--- config.mk ---
export PLATFORM = sky130hd
export DESIGN_NAME = pllc_top
export DESIGN_NICKNAME = d
export VERILOG_FILES = /design/src/pllc_pkg.sv /design/src/pllc_reg_if.sv /design/src/pllc_axil.sv /design/src/pllc_lock_det.sv /design/src/pllc_top.sv
export SDC_FILE = /design/constraint.sdc
export NUM_CORES = 1
export LEC_CHECK = 0
export ABC_AREA = 1
export BUFFER_PORTS_ARGS = -buffer_cell sky130_fd_sc_hd__buf_2
export CAP_MARGIN = 20
export CORE_ASPECT_RATIO = 0.8
export CORE_UTILIZATION = 46
export CTS_CLUSTER_DIAMETER = 60
export DETAILED_ROUTE_END_ITERATION = 7
export PLACE_DENSITY_LB_ADDON = 0.1
export RECOVER_POWER = 50
export SLEW_MARGIN = 20
export SYNTH_ARGS = -nofsm -noshare
export SYNTH_HDL_FRONTEND = slang
export SYNTH_SLANG_ARGS = --single-unit
--- constraint.sdc ---
create_clock -name aclk -period 3.1 [get_ports aclk]
set_clock_uncertainty 0.15 [all_clocks]
set_input_delay 0 -clock aclk [delete_from_list [all_inputs] [get_ports aclk]]
set_output_delay 0 -clock aclk [all_outputs]
set_load 0.1 [all_outputs]
--- src/pllc_pkg.sv ---
`default_nettype none
package pllc_pkg;
  // Register byte addresses
  localparam int ADDR_W = 5;
  localparam logic [ADDR_W-1:0] ADDR_DIV = 5'h00;
  localparam logic [ADDR_W-1:0] ADDR_STATUS = 5'h04;
  localparam logic [ADDR_W-1:0] ADDR_INT_STAT = 5'h08;
  localparam logic [ADDR_W-1:0] ADDR_INT_MASK = 5'h0C;
  localparam logic [ADDR_W-1:0] ADDR_REF_PER = 5'h10;
  localparam logic [ADDR_W-1:0] ADDR_OSC_HALF = 5'h14;

  // Divider register: one field per generated clock, ratio = 2 * (field + 1) oscillator periods
  localparam int NUM_OUT = 3;
  localparam int EXT_IDX = 2;
  localparam int DIV_W = 4;
  localparam int DIV_REG_W = NUM_OUT * DIV_W;
  localparam logic [DIV_REG_W-1:0] DIV_RESET = 12'h000;

  // Status register bits
  localparam int STAT_LOCK = 0;
  localparam int STAT_EN = 1;
  localparam int STAT_RST = 2;
  localparam int STAT_DET = 3;
  localparam int STAT_REF_LOST = 4;

  // Interrupt bits, shared by status and mask
  localparam int INT_W = 3;
  localparam int INT_LOCK_GAIN = 0;
  localparam int INT_LOCK_LOSS = 1;
  localparam int INT_REF_LOSS = 2;
  localparam logic [INT_W-1:0] INT_MASK_RESET = 3'h0;

  // Responses
  localparam logic [1:0] RESP_OKAY = 2'h0;
  localparam logic [1:0] RESP_SLVERR = 2'h2;

  // Timing
  localparam int CLK_FREQ_MHZ = 10;
  localparam int REF_LOSS_TIME_US = 100;
  localparam int REF_LOSS_CYCLES = REF_LOSS_TIME_US * CLK_FREQ_MHZ;
  localparam int LOCK_MATCHES_DEF = 8;
  localparam int OSC_HALF_INIT_DEF = 8;
  localparam int PER_W_DEF = 16;

  typedef enum logic [1:0] {ST_OFF, ST_WAIT_REF, ST_RUN} pllc_state_type;

  function automatic logic pllc_mapped(input logic [ADDR_W-1:0] a);
    return (a == ADDR_DIV) || (a == ADDR_STATUS) || (a == ADDR_INT_STAT) ||
           (a == ADDR_INT_MASK) || (a == ADDR_REF_PER) || (a == ADDR_OSC_HALF);
  endfunction : pllc_mapped
endpackage : pllc_pkg
`default_nettype wire

--- src/pllc_reg_if.sv ---
`default_nettype none
interface pllc_reg_if;
  import pllc_pkg::*;
  logic wr_en;
  logic [ADDR_W-1:0] wr_addr;
  logic [31:0] wr_data;
  logic [3:0] wr_strb;
  logic wr_hit;
  logic rd_en;
  logic [ADDR_W-1:0] rd_addr;
  logic [31:0] rd_data;
  logic rd_hit;
  modport slave (output wr_en, wr_addr, wr_data, wr_strb, rd_en, rd_addr, input wr_hit, rd_data, rd_hit);
  modport regs (input wr_en, wr_addr, wr_data, wr_strb, rd_en, rd_addr, output wr_hit, rd_data, rd_hit);
endinterface : pllc_reg_if
`default_nettype wire

--- src/pllc_axil.sv ---
`default_nettype none
module pllc_axil (
  // Clock and reset
  input wire logic aclk,
  input wire logic aresetn,
  // AXI4-Lite slave
  input wire logic [31:0] s_axi_awaddr,
  input wire logic s_axi_awvalid,
  output logic s_axi_awready,
  input wire logic [31:0] s_axi_wdata,
  input wire logic [3:0] s_axi_wstrb,
  input wire logic s_axi_wvalid,
  output logic s_axi_wready,
  output logic [1:0] s_axi_bresp,
  output logic s_axi_bvalid,
  input wire logic s_axi_bready,
  input wire logic [31:0] s_axi_araddr,
  input wire logic s_axi_arvalid,
  output logic s_axi_arready,
  output logic [31:0] s_axi_rdata,
  output logic [1:0] s_axi_rresp,
  output logic s_axi_rvalid,
  input wire logic s_axi_rready,
  // Register side
  pllc_reg_if.slave rb
);
  import pllc_pkg::*;

  logic [31:0] awaddr_q;
  logic [31:0] wdata_q;
  logic [3:0] wstrb_q;
  logic do_wr;
  logic ar_take;
  logic upper_ok_w;
  logic upper_ok_r;

  // Address and data are held until both are in; the response follows both
  assign do_wr = !s_axi_awready && !s_axi_wready && !s_axi_bvalid;
  assign ar_take = s_axi_arvalid && s_axi_arready;
  assign upper_ok_w = (awaddr_q[31:ADDR_W] == '0);
  assign upper_ok_r = (s_axi_araddr[31:ADDR_W] == '0);
  assign rb.wr_en = do_wr && upper_ok_w;
  assign rb.wr_addr = awaddr_q[ADDR_W-1:0];
  assign rb.wr_data = wdata_q;
  assign rb.wr_strb = wstrb_q;
  assign rb.rd_en = ar_take && upper_ok_r;
  assign rb.rd_addr = s_axi_araddr[ADDR_W-1:0];

  always_ff @(posedge aclk) begin
    if (!aresetn) begin
      s_axi_awready <= 1'b1;
      awaddr_q <= '0;
    end else if (s_axi_awvalid && s_axi_awready) begin
      s_axi_awready <= 1'b0;
      awaddr_q <= s_axi_awaddr;
    end else if (s_axi_bvalid && s_axi_bready) begin
      s_axi_awready <= 1'b1;
    end
  end

  always_ff @(posedge aclk) begin
    if (!aresetn) begin
      s_axi_wready <= 1'b1;
      wdata_q <= '0;
      wstrb_q <= '0;
    end else if (s_axi_wvalid && s_axi_wready) begin
      s_axi_wready <= 1'b0;
      wdata_q <= s_axi_wdata;
      wstrb_q <= s_axi_wstrb;
    end else if (s_axi_bvalid && s_axi_bready) begin
      s_axi_wready <= 1'b1;
    end
  end

  always_ff @(posedge aclk) begin
    if (!aresetn) begin
      s_axi_bvalid <= 1'b0;
      s_axi_bresp <= RESP_OKAY;
    end else if (do_wr) begin
      s_axi_bvalid <= 1'b1;
      s_axi_bresp <= (upper_ok_w && rb.wr_hit) ? RESP_OKAY : RESP_SLVERR;
    end else if (s_axi_bready) begin
      s_axi_bvalid <= 1'b0;
    end
  end

  // Read data is captured at the address handshake, so read side effects happen once
  always_ff @(posedge aclk) begin
    if (!aresetn) begin
      s_axi_arready <= 1'b1;
      s_axi_rvalid <= 1'b0;
      s_axi_rdata <= '0;
      s_axi_rresp <= RESP_OKAY;
    end else if (ar_take) begin
      s_axi_arready <= 1'b0;
      s_axi_rvalid <= 1'b1;
      s_axi_rdata <= (upper_ok_r && rb.rd_hit) ? rb.rd_data : 32'h00000000;
      s_axi_rresp <= (upper_ok_r && rb.rd_hit) ? RESP_OKAY : RESP_SLVERR;
    end else if (s_axi_rvalid && s_axi_rready) begin
      s_axi_arready <= 1'b1;
      s_axi_rvalid <= 1'b0;
    end
  end
endmodule : pllc_axil
`default_nettype wire

--- src/pllc_lock_det.sv ---
`default_nettype none
module pllc_lock_det #(
  parameter int MATCHES = pllc_pkg::LOCK_MATCHES_DEF
) (
  // Clock and reset
  input wire logic aclk,
  input wire logic aresetn,
  // Comparison results
  input wire logic clear,
  input wire logic cmp_valid,
  input wire logic cmp_match,
  // Lock
  output logic locked_q
);
  import pllc_pkg::*;

  localparam int CW = $clog2(MATCHES + 1);
  localparam logic [CW-1:0] TARGET = CW'(MATCHES);
  localparam logic [CW-1:0] ONE = CW'(1);

  if (MATCHES < 1) begin : g_bad_matches
    $error("pllc_lock_det: MATCHES must be at least 1");
  end

  logic [CW-1:0] streak_q;

  // A single mismatch drops lock, so the flag may toggle during acquisition
  always_ff @(posedge aclk) begin
    if (!aresetn || clear) begin
      streak_q <= '0;
      locked_q <= 1'b0;
    end else if (cmp_valid) begin
      if (!cmp_match) begin
        streak_q <= '0;
        locked_q <= 1'b0;
      end else begin
        if (streak_q != TARGET)
          streak_q <= streak_q + ONE;
        locked_q <= (streak_q >= TARGET - ONE);
      end
    end
  end
endmodule : pllc_lock_det
`default_nettype wire

--- src/pllc_top.sv ---
`default_nettype none
module pllc_top #(
  parameter int PER_W = pllc_pkg::PER_W_DEF,
  parameter int LOCK_MATCHES = pllc_pkg::LOCK_MATCHES_DEF,
  parameter int OSC_HALF_INIT = pllc_pkg::OSC_HALF_INIT_DEF,
  parameter int REF_LOSS_CYCLES = pllc_pkg::REF_LOSS_CYCLES
) (
  // Clock and reset
  input wire logic aclk,
  input wire logic aresetn,
  // AXI4-Lite slave
  input wire logic [31:0] s_axi_awaddr,
  input wire logic s_axi_awvalid,
  output logic s_axi_awready,
  input wire logic [31:0] s_axi_wdata,
  input wire logic [3:0] s_axi_wstrb,
  input wire logic s_axi_wvalid,
  output logic s_axi_wready,
  output logic [1:0] s_axi_bresp,
  output logic s_axi_bvalid,
  input wire logic s_axi_bready,
  input wire logic [31:0] s_axi_araddr,
  input wire logic s_axi_arvalid,
  output logic s_axi_arready,
  output logic [31:0] s_axi_rdata,
  output logic [1:0] s_axi_rresp,
  output logic s_axi_rvalid,
  input wire logic s_axi_rready,
  // Generator controls
  input wire logic gen_enable,
  input wire logic gen_reset,
  input wire logic det_enable,
  input wire logic ref_clk_in,
  // Generated clocks
  output logic [1:0] int_clk_q,
  output logic ext_clk_p_q,
  output logic ext_clk_n_q,
  // Status
  output logic locked_q,
  output logic pfd_up_q,
  output logic pfd_dn_q,
  output logic irq_q
);
  import pllc_pkg::*;

  localparam logic [PER_W-1:0] HALF_INIT = PER_W'(OSC_HALF_INIT);
  localparam logic [PER_W-1:0] LOSS_CNT = PER_W'(REF_LOSS_CYCLES);
  localparam logic [PER_W-1:0] P_ONE = PER_W'(1);
  localparam logic [PER_W:0] W_ONE = (PER_W + 1)'(1);
  localparam logic [DIV_W-1:0] D_ONE = DIV_W'(1);

  if (PER_W < 8 || PER_W > 31 || OSC_HALF_INIT < 1 || OSC_HALF_INIT >= (1 << PER_W) ||
      REF_LOSS_CYCLES < 2 || REF_LOSS_CYCLES >= (1 << PER_W)) begin : g_bad_params
    $error("pllc_top: parameter values out of range");
  end

  pllc_reg_if rb ();

  pllc_axil u_axil (
    .aclk(aclk),
    .aresetn(aresetn),
    .s_axi_awaddr(s_axi_awaddr),
    .s_axi_awvalid(s_axi_awvalid),
    .s_axi_awready(s_axi_awready),
    .s_axi_wdata(s_axi_wdata),
    .s_axi_wstrb(s_axi_wstrb),
    .s_axi_wvalid(s_axi_wvalid),
    .s_axi_wready(s_axi_wready),
    .s_axi_bresp(s_axi_bresp),
    .s_axi_bvalid(s_axi_bvalid),
    .s_axi_bready(s_axi_bready),
    .s_axi_araddr(s_axi_araddr),
    .s_axi_arvalid(s_axi_arvalid),
    .s_axi_arready(s_axi_arready),
    .s_axi_rdata(s_axi_rdata),
    .s_axi_rresp(s_axi_rresp),
    .s_axi_rvalid(s_axi_rvalid),
    .s_axi_rready(s_axi_rready),
    .rb(rb)
  );

  // Control decode
  logic hold_off;
  logic run_ok;
  logic run_next;
  logic ref_d_q;
  logic ref_rise;
  pllc_state_type st_q;

  // Either control forces the instance off; both are levels sampled on aclk
  assign hold_off = !gen_enable || gen_reset;
  assign run_ok = (st_q == ST_RUN) && !hold_off;
  assign run_next = aresetn && run_ok;
  assign ref_rise = ref_clk_in && !ref_d_q;

  always_ff @(posedge aclk) begin
    if (!aresetn)
      ref_d_q <= 1'b0;
    else
      ref_d_q <= ref_clk_in;
  end

  // Acquisition sequence
  always_ff @(posedge aclk) begin
    if (!aresetn || hold_off) begin
      st_q <= ST_OFF;
    end else begin
      case (st_q)
        ST_OFF: st_q <= ST_WAIT_REF;
        ST_WAIT_REF: begin
          if (ref_rise)
            st_q <= ST_RUN;
        end
        ST_RUN: st_q <= ST_RUN;
        default: st_q <= ST_OFF;
      endcase
    end
  end

  // Reference period measurement
  logic [PER_W-1:0] ref_cnt_q;
  logic [PER_W-1:0] ref_per_q;
  logic ref_lost_q;
  logic ref_lost_set;
  logic cmp;

  // The counter saturates so a stopped reference cannot wrap into a false period
  always_ff @(posedge aclk) begin
    if (!aresetn || st_q == ST_OFF)
      ref_cnt_q <= '0;
    else if (ref_rise)
      ref_cnt_q <= P_ONE;
    else if (ref_cnt_q != LOSS_CNT)
      ref_cnt_q <= ref_cnt_q + P_ONE;
  end

  assign cmp = ref_rise && run_ok && (ref_cnt_q != LOSS_CNT);
  assign ref_lost_set = run_ok && !ref_rise && !ref_lost_q && (ref_cnt_q == LOSS_CNT);

  always_ff @(posedge aclk) begin
    if (!aresetn)
      ref_per_q <= '0;
    else if (cmp)
      ref_per_q <= ref_cnt_q;
  end

  always_ff @(posedge aclk) begin
    if (!aresetn || !run_ok || ref_rise)
      ref_lost_q <= 1'b0;
    else if (ref_lost_set)
      ref_lost_q <= 1'b1;
  end

  // Frequency comparison against the oscillator period
  logic [PER_W-1:0] half_q;
  logic [PER_W-1:0] phase_q;
  logic osc_q;
  logic [PER_W:0] osc_per;
  logic [PER_W:0] meas;
  logic too_slow;
  logic too_fast;
  logic match;
  logic pfd_up;
  logic pfd_dn;

  assign osc_per = {half_q, 1'b0};
  assign meas = {1'b0, ref_cnt_q};
  // A one-cycle window absorbs odd reference periods that an even period cannot hit
  assign too_slow = osc_per > (meas + W_ONE);
  assign too_fast = (osc_per + W_ONE) < meas;
  assign match = !too_slow && !too_fast;
  assign pfd_up = cmp && det_enable && too_slow;
  assign pfd_dn = cmp && det_enable && too_fast;

  always_ff @(posedge aclk) begin
    if (!aresetn) begin
      pfd_up_q <= 1'b0;
      pfd_dn_q <= 1'b0;
    end else begin
      pfd_up_q <= pfd_up;
      pfd_dn_q <= pfd_dn;
    end
  end

  // Oscillator; it free-runs on its last setting while corrections are gated
  logic osc_wrap;
  logic osc_rise;

  assign osc_wrap = run_ok && (phase_q >= half_q - P_ONE);
  assign osc_rise = osc_wrap && !osc_q;

  always_ff @(posedge aclk) begin
    if (!aresetn || hold_off)
      half_q <= HALF_INIT;
    else if (pfd_up && half_q != P_ONE)
      half_q <= half_q - P_ONE;
    else if (pfd_dn && half_q != '1)
      half_q <= half_q + P_ONE;
  end

  always_ff @(posedge aclk) begin
    if (!aresetn || hold_off) begin
      phase_q <= '0;
      osc_q <= 1'b0;
    end else if (st_q == ST_WAIT_REF) begin
      phase_q <= '0;
      osc_q <= ref_rise;
    end else if (st_q == ST_RUN) begin
      if (osc_wrap) begin
        phase_q <= '0;
        osc_q <= !osc_q;
      end else begin
        phase_q <= phase_q + P_ONE;
      end
    end else begin
      phase_q <= '0;
      osc_q <= 1'b0;
    end
  end

  // Output dividers and registers
  logic [DIV_REG_W-1:0] div_q;
  logic [NUM_OUT-1:0] clk_d;
  logic [NUM_OUT-1:0] clk_q;

  for (genvar i = 0; i < NUM_OUT; i++) begin : g_out
    logic [DIV_W-1:0] cnt_q;
    logic [DIV_W-1:0] ratio;
    assign ratio = div_q[i*DIV_W +: DIV_W];
    always_ff @(posedge aclk) begin
      if (!run_next)
        cnt_q <= '0;
      else if (osc_rise)
        cnt_q <= (cnt_q >= ratio) ? '0 : cnt_q + D_ONE;
    end
    assign clk_d[i] = (osc_rise && cnt_q >= ratio) ? !clk_q[i] : clk_q[i];
    always_ff @(posedge aclk) begin
      clk_q[i] <= run_next && clk_d[i];
    end
  end

  assign int_clk_q = clk_q[1:0];
  assign ext_clk_p_q = clk_q[EXT_IDX];

  always_ff @(posedge aclk) begin
    ext_clk_n_q <= run_next && !clk_d[EXT_IDX];
  end

  // Lock detection; frozen while corrections are gated
  logic lock_clear;
  assign lock_clear = !run_ok || (ref_lost_q && det_enable);

  pllc_lock_det #(
    .MATCHES(LOCK_MATCHES)
  ) u_lock (
    .aclk(aclk),
    .aresetn(aresetn),
    .clear(lock_clear),
    .cmp_valid(cmp && det_enable),
    .cmp_match(match),
    .locked_q(locked_q)
  );

  // Interrupts
  logic lock_prev_q;
  logic [INT_W-1:0] events;
  logic [INT_W-1:0] int_stat_q;
  logic [INT_W-1:0] int_stat_d;
  logic [INT_W-1:0] int_mask_q;
  logic rd_clear;

  always_ff @(posedge aclk) begin
    if (!aresetn)
      lock_prev_q <= 1'b0;
    else
      lock_prev_q <= locked_q;
  end

  always_comb begin
    events = '0;
    events[INT_LOCK_GAIN] = locked_q && !lock_prev_q;
    events[INT_LOCK_LOSS] = !locked_q && lock_prev_q;
    events[INT_REF_LOSS] = ref_lost_set;
  end

  // A new event in the clearing cycle survives the read
  assign rd_clear = rb.rd_en && (rb.rd_addr == ADDR_INT_STAT);
  assign int_stat_d = events | (int_stat_q & ~{INT_W{rd_clear}});

  always_ff @(posedge aclk) begin
    if (!aresetn) begin
      int_stat_q <= '0;
      irq_q <= 1'b0;
    end else begin
      int_stat_q <= int_stat_d;
      irq_q <= |(int_stat_d & int_mask_q);
    end
  end

  always_ff @(posedge aclk) begin
    if (!aresetn) begin
      div_q <= DIV_RESET;
      int_mask_q <= INT_MASK_RESET;
    end else if (rb.wr_en) begin
      if (rb.wr_addr == ADDR_DIV && rb.wr_strb[0])
        div_q[7:0] <= rb.wr_data[7:0];
      if (rb.wr_addr == ADDR_DIV && rb.wr_strb[1])
        div_q[DIV_REG_W-1:8] <= rb.wr_data[DIV_REG_W-1:8];
      if (rb.wr_addr == ADDR_INT_MASK && rb.wr_strb[0])
        int_mask_q <= rb.wr_data[INT_W-1:0];
    end
  end

  assign rb.wr_hit = pllc_mapped(rb.wr_addr);
  assign rb.rd_hit = pllc_mapped(rb.rd_addr);

  always_comb begin
    rb.rd_data = 32'h00000000;
    case (rb.rd_addr)
      ADDR_DIV: rb.rd_data[DIV_REG_W-1:0] = div_q;
      ADDR_STATUS: begin
        rb.rd_data[STAT_LOCK] = locked_q;
        rb.rd_data[STAT_EN] = gen_enable;
        rb.rd_data[STAT_RST] = gen_reset;
        rb.rd_data[STAT_DET] = det_enable;
        rb.rd_data[STAT_REF_LOST] = ref_lost_q;
      end
      ADDR_INT_STAT: rb.rd_data[INT_W-1:0] = int_stat_q;
      ADDR_INT_MASK: rb.rd_data[INT_W-1:0] = int_mask_q;
      ADDR_REF_PER: rb.rd_data[PER_W-1:0] = ref_per_q;
      ADDR_OSC_HALF: rb.rd_data[PER_W-1:0] = half_q;
      default: rb.rd_data = 32'h00000000;
    endcase
  end
endmodule : pllc_top
`default_nettype wire

# Word-level counts from Yosys, hierarchy flattened

Index checks and enable logic that the tools add are counted.

Register bits after elaboration: 199
Input bits: 111
Output and inout port bits: 49
Logic and storage cells: 208

Add/subtract/negate cells: 10
Magnitude comparators: 7
Equality and inequality tests: 20
Muxes and demuxes: 34
Bitwise operators: 5
Reductions and logical operators: 95

Operators with widths:

| cell                  | number |
|---|---|
| $logic_not 27->1      | 2 |
| $add 16x1->16 const B | 3 |
| $mux 16               | 3 |
| $logic_and 1x1->1     | 41 |
| $pmux 7 s3            | 1 |
| $eq 5x4->1 const B    | 4 |
| $eq 5x5->1 const B    | 4 |
| $mux 4                | 5 |
| $logic_not 1->1       | 19 |
| $mux 1                | 18 |
| $pmux 3 s6            | 1 |
| $add 16x1->17 const B | 1 |
| $add 17x1->17 const B | 1 |
| $gt 17x17->1          | 1 |
| $logic_or 1x1->1      | 17 |
| $lt 17x16->1          | 1 |
| $add 4x1->4 const B   | 4 |
| $eq 16x10->1 const B  | 1 |
| $ge 16x16->1          | 1 |
| $ne 16x1->1 const B   | 1 |
| $ne 16x10->1 const B  | 1 |
| $ne 16x16->1 const B  | 1 |
| $sub 16x1->16 const B | 1 |
| $ge 4x4->1            | 3 |
| 22 further kinds      | 36 |

# Depth between registers and ports, before layout

Gate-level depths: netlist (run 1).

Word-level depth: 11
Gate-level depth with buffers: 23
Depth with buffers taken out: 23

# Hierarchy

Synthesis (run 1) repeated with hierarchy kept, for this count alone.

Cell total of the unflattened synthesis: 1703
Area, all modules: 12144.1 um^2

Modules (own cells, without submodules):

| module        | times used | cells an instance | area each (um^2) | seq. area each (um^2) |
|---|---|---|---|---|
| pllc_top      | 1          | 1031              | 7158.1           | 2142.1 |
| pllc_axil     | 1          | 626               | 4685.7           | 2142.1 |
| pllc_lock_det | 1          | 46                | 300.3            | 100.1 |

# Worst setup path after synthesis (run 1)

No wires, ideal clock.

Kind: reg2reg
From: reg ref_cnt_q[0]
To: reg half_q[4]
Setup time: 0.110 ns
Arrival: 2.772 ns
Required time: 2.840 ns
Path slack: 0.068 ns
Stages on the path, launching flop included: 24
Path buffers: 1
Period minus slack after synthesis: 3.032 ns
Path through: dfxtp_1 > ha_1 > nand2_1 > nor2_1 > nand3_1 > nor2_2 > nand4_1 > inv_1 > nand2_1 > o21ai_1 > nand2_1 > ha_1 > nand2_1 > nor2_1 > nand4_1 > inv_1 > nand2_1 > nand2_1 > nand4_4 > buf_4 > nand2_1 > nand3_1 > nand3_1 > inv_1

Word-level cells in the longest chain between the ends: 6
Elaborated cells on any way between the ends: 12
Classes of those cells: add/sub (1); order compare (2); eq/ne (1); mux (1); reduce/logical (7)

Ends and longest elaborated chain:

| what                                                  | line            | RTL |
|---|---|---|
| start: declaration                                    | pllc_top.sv:121 | `logic [PER_W-1:0] ref_cnt_q;` |
| start signal: assignment                              | pllc_top.sv:134 | `ref_cnt_q <= ref_cnt_q + P_ONE;` |
| branches (longest 6 deep; another with $add 16x1->17) | n/a             |  |
| end signal: assignment                                | pllc_top.sv:196 | `half_q <= half_q - P_ONE;` |
| end signal: assignment                                | pllc_top.sv:198 | `half_q <= half_q + P_ONE;` |
| end: declaration                                      | pllc_top.sv:155 | `logic [PER_W-1:0] half_q;` |

Several ways; the timed one is not identified.
A chain may end at the register's enable or synchronous reset.

# Worst setup path in the final report (run 1)

From: reg ref_cnt_q[0]
To: reg half_q[1]

Same word-level chain as after synthesis.

==> metrics.yaml, run 1 <==
status: "complete, but fails checks"
violations: "hold timing, setup timing"
areaGrowthSynthToFinish_pct: 38.0
cts_root_buffer: "clkbuf_16"
num-fill-cells: 1866
cellPowerDensity_mw_per_mm2: 370
num_vias: 10553
synth-async-reset-ratio_pct: 0
setup_viol: 23
grt_pass1_wl_um: 48700
synth_largest_area_cell: "dfxtp_1"
crit_buf_inv: 5
syn_area_mm2: 0.0101
place_congestion: 0.889
avgSynthCellArea_um2: 7.08
power.static_leakage_nw: 6.03
cts_buffer_depth: 2
port_buffers: 119
instances_no_fill: 2030
row_count: 48
period_needed_ps: 3410
cap_violations: 0
critPathSlowestCell: "ha_1"
crit_required_ps: 3340
cts.sinks: 181
crit_family: "simple AND/OR/NAND/NOR gates"
critPathKind: "reg -> reg"
worstPathArrival_ps: 3650
p_int_mw: 3.67
setup_tns_ps: -5920
coreArea_mm2: 0.0216
grt_util_all_layers_pct: 27.2
dieWidth_um: 168
path_clk_slew_ps: 80
endpoint_kind: "flip-flop"
hold_violations: 2
top_level_ports: 160
setup_slack_ps: -311
design_area_mm2: 0.0140
worstMarginPinSlew_ps: 1330
overflow: 0
grt_setup_unrepaired: "yes"
grt_pass1_vias: 9489
dp_hpwl_um: 21400
viasPerCell: 5.20
min_path_type: "in -> reg"
combPwrFrac_pct: 9.6
pre_cts_ws_ps: -224
dp.cells: 1861
initial_core_util_pct: 47.0
dpl_cell_area_mm2: 0.0114
ir_worst_vdd_uv: 339
ys_seq_area_share_pct: 35.7
ys_types: 50
start_kind: "flip-flop"
clk_latency_ps: 440
whs_ps: -15.7
maxSlewHeadroom_pct: 11.4
slowest_delay_ps: 400
m1WireLength_um: 15200
fin_crit_sh_pct: 110
switching_share_pct: 29.2
nets: 1925
synth.area.top_cells: "dfxtp_1 36%, nand2_1 10%, ha_1 8.9%"
synth_top_area_share_pct: 35.7
ant_nets: 0
diodes: 0
synth_edf_count: 0
power_mw: 5.18
crit_top_cell: "nor2_4"
routed-wl-met3_um: 2370
drt_first_iter_violations: 766
cp_max_fo: 5
ys.flop_type: "dfxtp_1"
chipHeight_um: 135
path_cells: "ha_4 > nand2_2 > nor2_4 > nand3_4 > nor2_4 > nand4_1 > inv_2 > buf_4 > nand3_1 > ha_1 > nand2_4 > nor2_4 > nand4_1 > inv_1 > nand2_2 > nand2_4 > buf_12 > nand2_8 > nor2_4 > nand3b_1 > nand3_1 > nand2_1 > inv_1"
routed_wl_um: 31600
cts_tree: "done"
synth-seq-cells: 181
synthCells: 1431
dieArea_mm2: 0.0226
dr.pass1.iters: 7
wire_per_inst_um: 15.6
finalMaxSlewViolations: 0
grt_max_degree: 77
power_frac_clock_pct: 43.7
wl_met2_um: 13500
fmax_mhz: 293
top_layer: "met4"
ys_warn_count: 0
seqPwrFrac_pct: 46.7
cts_inserted_buffers: 17
final_util_pct: 64.9
h-tree-depth: 4
drc: 0
power.switching_mw: 1.51
antenna_found_initial: 0
layout-drive-gt1-share_pct: 22.3
[cells in the mapped netlist, types with 3 or more instances]
| cell type | number |
|---|---|
| clkbuf_1 | 29 |
| nand3_2 | 3 |
| nor2_1 | 197 |
| o21ai_0 | 88 |
| xnor2_1 | 8 |
| nand4_1 | 21 |
| nor3_1 | 21 |
| nor4_1 | 12 |
| o2111ai_1 | 3 |
| nor2_4 | 3 |
| ha_1 | 72 |
| nand3_1 | 107 |
| or2_2 | 3 |
| dfxtp_1 | 181 |
| a21oi_1 | 111 |
| nor3_2 | 8 |
| inv_2 | 9 |
| o21a_1 | 3 |
| inv_1 | 154 |
| o21ai_1 | 4 |
| buf_4 | 22 |
| buf_6 | 3 |
| buf_2 | 7 |
| o211ai_1 | 8 |
| nand3b_1 | 6 |
| xor2_1 | 39 |
| nand2_1 | 275 |
[worst min-delay path, cell delays in order]
cell and delay [ps]:
buf_2 70, nor4_1 50, nand3_1 140, nor3_2 120, nand3_1 80, a21oi_1 50
[power groups by stage]
stage,combinational (mW),sequential (mW),clock (mW)
finish,0.500,2.42,2.26
global placement,0.415,2.47,0
floorplan,0.274,2.51,0
global route,0.542,2.42,2.40
detailed placement,0.418,2.47,0
CTS,0.493,2.42,2.29
[routing by layer]
| layer | up-vias | track usage, % |
|---|---|---|
| li1 | 5264 | - |
| met1 | 4892 | 39.5 |
| met4 | 0 | 6.83 |
| met3 | 39 | 5.48 |
| met2 | 358 | 40.8 |
| met5 | - | 0 |
[flip-flops by register name, indices dropped and copies added, names as in the netlist, 3 cells and up]
register,count
ref_per_q,16
u_lock.streak_q,4
div_q,12
phase_q,16
u_axil.s_axi_rdata,16
int_stat_q,3
u_axil.rb.wr_data,12
g_out.cnt_q,12
half_q,16
int_mask_q,3
u_axil.awaddr_q,32
ref_cnt_q,16
[placed cells by master, fill, tap and decap left out, drive strengths merged, types with 2 or more instances in the layout]
cell type	n
xnor2	8
conb	18
o21a	3
dlygate4sd3	82
clkinv	9
xor2	39
a221oi	2
a31oi	2
clkbuf	52
nand4	23
o21ai	92
or2	5
nand2	278
a211oi	2
ha	72
nor3b	2
dfxtp	181
nor3	30
inv	172
buf	220
nor2	205
nor4	14
nand3	110
nand3b	6
o2111ai	3
a21oi	111
o211ai	8
[final timing paths]
| path | from | end | slack [ps] | depth (start not counted) |
|---|---|---|---|---|
| min | s_axi_araddr[28] | u_axil.s_axi_rdata[6] | -20 | 6 |
| max | ref_cnt_q[0] | half_q[1] | -310 | 23 |
| min reg2reg | u_axil.s_axi_rdata[5] | u_axil.s_axi_rdata[5] | 320 | 2 |
| max reg2reg | ref_cnt_q[0] | half_q[1] | -310 | 23 |
[cell type report]
type	count	area [µm²]	share of cell area, %
sequential	181	3630	26.0
clock buffer	17	425	3.04
clock inverter	15	200	1.43
multi-input combinational	1038	6150	44.0
timing repair buffer	337	2600	18.6
tap	275	344	2.46
inverter	167	642	4.59
[cells by family (layout without fill, tap and decap cells)]
group	count (synthesis)	in the layout	synth area share, %
AO/OA/AOI/OAI	225	225	11.7
XOR/XNOR	47	47	4.06
adder cells (fa/ha/maj)	72	72	8.89
buffers and inverters	230	536	9.69
flip-flops	181	181	35.7
other	1	18	0.0370
AND/OR/NAND/NOR	675	676	29.9
[what timing repair did]
item | CTS | global route
hold buffers | 83 | 0
gates cloned | 3 | 1
endpoints found under the setup margin | 54 | 59
hold endpoints to repair | 87 | 0
resized for setup | 62 | 100
pin swaps | 20 | 43
setup buffers | 38 | 23
Power figures use the tool's default switching activity.
==> run 2, diff against run 1 <==
--- a/config.mk
+++ b/config.mk
@@ -12,7 +12,7 @@
 export CORE_UTILIZATION = 46
 export CTS_CLUSTER_DIAMETER = 60
 export DETAILED_ROUTE_END_ITERATION = 7
-export PLACE_DENSITY_LB_ADDON = 0.1
+export PLACE_DENSITY = 0.68
 export RECOVER_POWER = 50
 export SLEW_MARGIN = 20
 export SYNTH_ARGS = -nofsm -noshare
==> run 2 against run 1 <==
- the flow finishes with violations (capacitance limit, slew limit, setup timing)
- worst hold slack improved by 47 ps
- power is 1.1% higher
- clock-buffer cell count unchanged
- highest routed layer unchanged
==> metrics.yaml, run 2 (synthesis gave the netlist of run 1 again) <==
status: "complete, but fails checks"
violations: "capacitance limit, slew limit, setup timing"
multiInputGateArea_mm2: 0.00596  # -3.1%
wire_per_inst_um: 15.3  # -1.5%
path_cells: "ha_4 > nand2_4 > nor2_4 > nand3_2 > nor2_4 > nand4_1 > inv_2 > nand2_2 > o21ai_1 > nand2_1 > ha_1 > nand2_1 > nor2_2 > nand4_1 > inv_1 > nand2_2 > nand2_4 > nand4_4 > buf_4 > nand2_4 > nand3_2 > a21oi_1"
crit_family: "simple AND/OR/NAND/NOR gates"
crit_top_cell: "nand2_4"
period_needed_ps: 3470  # +63.4 ps
ant_nets: 0  # unchanged
grt_max_degree: 77  # unchanged
initial_core_util_pct: 47.0  # unchanged
cellPowerDensity_mw_per_mm2: 387  # +4.4%
fmax_mhz: 288  # -1.8%
slowest_delay_ps: 380  # -20 ps
cts_root_buffer: "clkbuf_16"
seq_area_mm2: 0.00364  # +0.14%
path_clk_slew_ps: 80  # about the same
cts_inserted_buffers: 17  # unchanged
antenna_found_initial: 0  # unchanged
r2r_cells: 22  # -4.3%
crit_path_start: "ref_cnt_q[0]"
ir_worst_vdd_uv: 326  # -3.7%
drt_first_iter_violations: 938  # +22%
r2r_end: "half_q[10]"
grt_setup_unrepaired: "yes"
dr.pass1.iters: 8  # +1
overflow: 0  # unchanged
clk_latency_ps: 450  # about the same
dp.cells: 1860  # -0.054%
chipHeight_um: 135  # unchanged
dieArea_mm2: 0.0226  # unchanged
cp_max_fo: 6  # +1
h-tree-depth: 4  # unchanged
dpl_cell_area_mm2: 0.0114  # about the same
start_kind: "flip-flop"
largest_reg_flops: 32  # unchanged
port_buffers: 119  # unchanged
setup_tns_ps: -5860  # +58.8 ps
cts_tree: "done"
r2r_slack_ps: -370  # -60 ps
min_path_type: "in -> reg"
setup_slack_ps: -374  # -63.4 ps
regMostFlops: "u_axil.awaddr_q"
routed_wl_um: 30900  # -2.4%
cts_buffer_depth: 2  # unchanged
pre_cts_ws_ps: -213  # +11.0 ps
design_area_mm2: 0.0135  # -3.2%
num-fill-cells: 1817  # -2.6%
endpoint_kind: "flip-flop"
cts.sinks: 181  # unchanged
worstMarginPinSlew_ps: 1570  # +245 ps
top_level_ports: 160  # unchanged
grt_pass1_vias: 9593  # +1.1%
nets: 1906  # -0.99%
critPathKind: "reg -> reg"
crit_end: "half_q[10]"
crit_buf_inv: 3  # -2
maxSlewHeadroom_pct: -4.97  # -16 points
critPathSlowestCell: "dfxtp_4"
areaGrowthSynthToFinish_pct: 33.6
viasPerCell: 5.24  # +0.81%
crit_required_ps: 3330  # about the same
dp_hpwl_um: 20800  # -2.6%
instances_no_fill: 2011  # -0.94%
mostFrequentLayoutCell: "nand2_1"
power.static_leakage_nw: 5.89  # -2.5%
worstSetupPathDepth: 22  # -4.3%
num_vias: 10539  # -0.13%
finalMaxSlewViolations: 32  # +32
final_cell_mix: "262 x nand2_1, 188 x nor2_1, 177 x dfxtp_1, 149 x inv_1, 107 x a21oi_1"
reg2reg_from: "ref_cnt_q[0]"
final_util_pct: 62.8  # -2.1 points
drc: 0  # unchanged
place_congestion: 0.897  # +0.90%
cap_violations: 1  # +1
fin_crit_sh_pct: 112  # +2.0 points
worstPathArrival_ps: 3710  # +60 ps
dieWidth_um: 168  # unchanged
hold_violations: 0  # -2
row_count: 48  # unchanged
coreArea_mm2: 0.0216  # unchanged
grt_util_all_layers_pct: 26.8  # -0.35 points
grt_pass1_wl_um: 48200  # -0.92%
layout-drive-gt1-share_pct: 19.5  # -2.8 points
setup_viol: 22  # -4.3%
diodes: 0  # unchanged
run 2: how the worst min path moves through the flow:
stage,from,endpoint,slack (ps),cells past startpoint
after global routing,s_axi_araddr[2],u_axil.s_axi_rdata[15],70,6
after global placement,ref_clk_in,ref_d_q,50,3
after CTS,s_axi_araddr[7],u_axil.s_axi_rdata[13],7,6
final,s_axi_araddr[3],u_axil.s_axi_rdata[15],30,6
after detailed placement,ref_clk_in,ref_d_q,60,3
after floorplan,ref_clk_in,ref_d_q,-60,2
run 2: layout make-up:
class | instances | share of cell area (%)
multi-input combinational | 1038 | 44.0
sequential | 181 | 26.9
timing repair buffer | 318 | 17.2
inverter | 167 | 4.74
clock buffer | 17 | 3.14
tap | 275 | 2.54
clock inverter | 15 | 1.59
run 2: metrics by stage:
stage | hold WS [ps] | total power, mW
floorplan | -56.5 | 2.79
global placement | 49.5 | 2.88
detailed placement | 55.8 | 2.89
CTS | 7.38 | 5.24
global route | 65.4 | 5.41
finish | 31.4 | 5.23
run 2: report_power, final:
group | switching, mW | internal (mW)
clock | 1.19 | 1.13
sequential | 0.0339 | 2.38
combinational | 0.329 | 0.170
total | 1.55 | 3.68
run 2: what timing repair did:
action                                  4_1_cts  5_1_grt
hold buffers                                 85        0
gates resized for setup                      41       62
endpoints found under the hold margin        93        0
pin swaps                                    22       30
buffers inserted                             24       12
cloned                                        2        1
endpoints found under the setup margin       54       60
run 2: worst register-to-register path: cells and delay by family, from the launching register on:
family	cells	cell delay, ps
flip-flops	1	380
AND/OR/NAND/NOR	15	1700
adder cells (fa/ha/maj)	2	470
buffers and inverters	3	450
AO/OA/AOI/OAI	2	260
run 2: metal layers:
metal	global-route usage [%]	vias up	part of all wire, %
li1	-	5222	-
met1	37.4	4877	47
met2	41.8	400	45
met3	6.18	40	7.3
met4	6.37	0	1.3
met5	0	-	0
==> run 3, diff against run 2 <==
--- a/config.mk
+++ b/config.mk
@@ -9,6 +9,7 @@
 export BUFFER_PORTS_ARGS = -buffer_cell sky130_fd_sc_hd__buf_2
 export CAP_MARGIN = 20
 export CORE_ASPECT_RATIO = 0.8
+export CORE_MARGIN = 2
 export CORE_UTILIZATION = 46
 export CTS_CLUSTER_DIAMETER = 60
 export DETAILED_ROUTE_END_ITERATION = 7
==> run 3 against run 2 <==
- the run still ends with capacitance limit, slew limit, setup timing left
- critical path depth increased by 2
- largest power group is now the clock network
- critical endpoint is now half_q[9]
- cell count increased by 0.55%
- largest cell class unchanged
- worst hold slack got worse by 9.3 ps
- power increased by 2.4%
- clock power increased by 5%
- sequential share of layout area decreased by 0.59 points
- setup slack improved by 67 ps
==> metrics.yaml, run 3 (synthesis gave the netlist of run 1 again) <==
power.static_leakage_nw: 6.01  # +2.1%
dieArea_mm2: 0.0232  # +2.7%
hold_violations: 0  # unchanged
finalMaxSlewViolations: 34  # +6.3%
routed-wl-met3_um: 2610  # +16%
dr.pass1.iters: 6  # -2
clk_latency_ps: 460  # about the same
initial_core_util_pct: 46.9  # -0.13 points
worstPathArrival_ps: 3610  # -100 ps
grt_pass1_wl_um: 48200  # about the same
viasPerCell: 5.22  # -0.48%
r2r_cells: 24  # +9.1%
endpoint_kind: "flip-flop"
period_needed_ps: 3410  # -66.5 ps
row_count: 48  # unchanged
nets: 1917  # +0.58%
antenna_found_initial: 0  # unchanged
min_path_type: "in -> reg"
hold_depth: 6  # unchanged
cellPowerDensity_mw_per_mm2: 387  # +0.23%
routed_wl_um: 31600  # +2.4%
final_cell_mix: "251 x nand2_1, 186 x nor2_1, 178 x dfxtp_1, 148 x inv_1, 106 x buf_4"
drc: 0  # unchanged
areaGrowthSynthToFinish_pct: 36.4
violations: "capacitance limit, slew limit, setup timing"
grt_pass1_vias: 9575  # -0.19%
regMostFlops: "u_axil.awaddr_q"
final_util_pct: 64.0  # +1.2 points
status: "complete, but fails checks"
whs_ps: 22.1  # -9.27 ps
chipHeight_um: 137  # +1.5%
coreArea_mm2: 0.0216  # +0.28%
grt_max_degree: 77  # unchanged
place_congestion: 0.918  # +2.3%
wire_per_inst_um: 15.6  # +1.8%
cts.sinks: 181  # unchanged
cap_violations: 1  # unchanged
min-delay-start: "s_axi_araddr[0]"
h-tree-depth: 4  # unchanged
fin_crit_sh_pct: 110  # -2.1 points
wl_met2_um: 13900  # +0.26%
grt_setup_unrepaired: "yes"
path_clk_slew_ps: 90  # about the same
cts_buffer_depth: 2  # unchanged
start_kind: "flip-flop"
worstMarginPinSlew_ps: 1630  # +54.4 ps
critPathKind: "reg -> reg"
diodes: 0  # unchanged
maxSlewHeadroom_pct: -8.60  # -3.6 points
cts_inserted_buffers: 17  # unchanged
grt_util_all_layers_pct: 26.2  # -0.61 points
top_level_ports: 160  # unchanged
crit_required_ps: 3300  # -30 ps
m1WireLength_um: 14400  # +0.39%
port_buffers: 119  # unchanged
fmax_mhz: 293  # +2.0%
num_vias: 10546  # +0.066%
seq_area_mm2: 0.00363  # -0.10%
overflow: 0  # unchanged
mostFrequentLayoutCell: "nand2_1"
drt_first_iter_violations: 746  # -20%
dieWidth_um: 170  # +1.2%
num-fill-cells: 1812  # -0.28%
cts_tree: "done"
cp_max_fo: 7  # +1
cts_root_buffer: "clkbuf_16"
ir_worst_vdd_uv: 308  # -5.4%
ant_nets: 0  # unchanged
r2r_end: "half_q[9]"
largest_reg_flops: 32  # unchanged
multiInputGateArea_mm2: 0.00611  # +2.6%
setup_viol: 50  # +130%
setup_slack_ps: -308  # +66.5 ps
layout-drive-gt1-share_pct: 21.4  # +1.8 points
r2r_slack_ps: -310  # +70 ps
dp_hpwl_um: 21400  # +2.5%
min_to: "u_axil.s_axi_rdata[2]"
reg2reg_from: "ref_cnt_q[0]"
top_layer: "met4"
run 3: stage by stage:
| stage | cell area, µm² | setup WS, ps | std cells | TNS (ps) | total power, mW |
|---|---|---|---|---|---|
| final | 13800 | -308 | 2022 | -6770 | 5.36 |
| after global routing | 13800 | -507 | 2022 | -16970 | 5.52 |
| after CTS | 13400 | -143 | 2002 | -2150 | 5.36 |
| after detailed placement | 11500 | -250 | 1864 | -6150 | 2.89 |
| after global placement | 11500 | -104 | 1864 | -3500 | 2.88 |
| after floorplan | 10200 | 67.9 | 1448 | 0 | 2.79 |
run 3: layer usage:
metal	vias up	GRT usage, %
li1	5246	-
met1	4878	36.6
met2	364	39.3
met3	58	6.30
met5	-	0
met4	0	9.50
run 3: worst max-delay path by stage:
stage | start | endpoint | slack, ps | cells after the start
final | ref_cnt_q[0] | half_q[9] | -310 | 24
after CTS | ref_cnt_q[0] | u_lock.streak_q[3] | -140 | 23
after detailed placement | ref_cnt_q[0] | u_lock.streak_q[0] | -250 | 22
after floorplan | ref_cnt_q[0] | half_q[4] | 70 | 23
after global placement | ref_cnt_q[0] | u_lock.streak_q[0] | -100 | 22
after global routing | ref_cnt_q[1] | half_q[1] | -510 | 24
run 3: final cells by class:
| cell class | count | area share (%) |
|---|---|---|
| timing repair buffer | 329 | 17.7 |
| inverter | 167 | 4.65 |
| multi-input combinational | 1038 | 44.2 |
| clock buffer | 17 | 3.08 |
| sequential | 181 | 26.3 |
| tap | 275 | 2.49 |
| clock inverter | 15 | 1.66 |
run 3: report_power, final:
part | switching (mW) | internal [mW] | leakage (nW)
Combinational | 0.332 | 0.173 | 4.22
Sequential | 0.0340 | 2.38 | 1.47
Clock | 1.27 | 1.17 | 0.317
run 3: timing repair:
item / 4_1_cts / 5_1_grt
cloned: 2 / 1
setup endpoints to repair: 55 / 62
pin swaps: 26 / 41
endpoints found under the hold margin: 90 / 0
gates resized for setup: 53 / 85
buffers inserted: 18 / 20
hold buffers: 86 / 0
run 3: critical path, cell delays in order (launching register included):
cell,delay (ps)
dfxtp_4,380
ha_4,150
nand2_2,60
nor2_2,160
nand3_2,120
nor2_4,160
nand4_1,130
inv_1,100
nand2_1,70
o21ai_1,130
nand2_1,120
ha_4,290
nand2_2,70
nor2_4,90
nand4_1,160
inv_2,110
nand2_4,70
nand2_4,90
nand4_4,110
buf_6,160
buf_12,120
nand3_1,90
nand3_1,110
nand2_1,80
inv_1,40
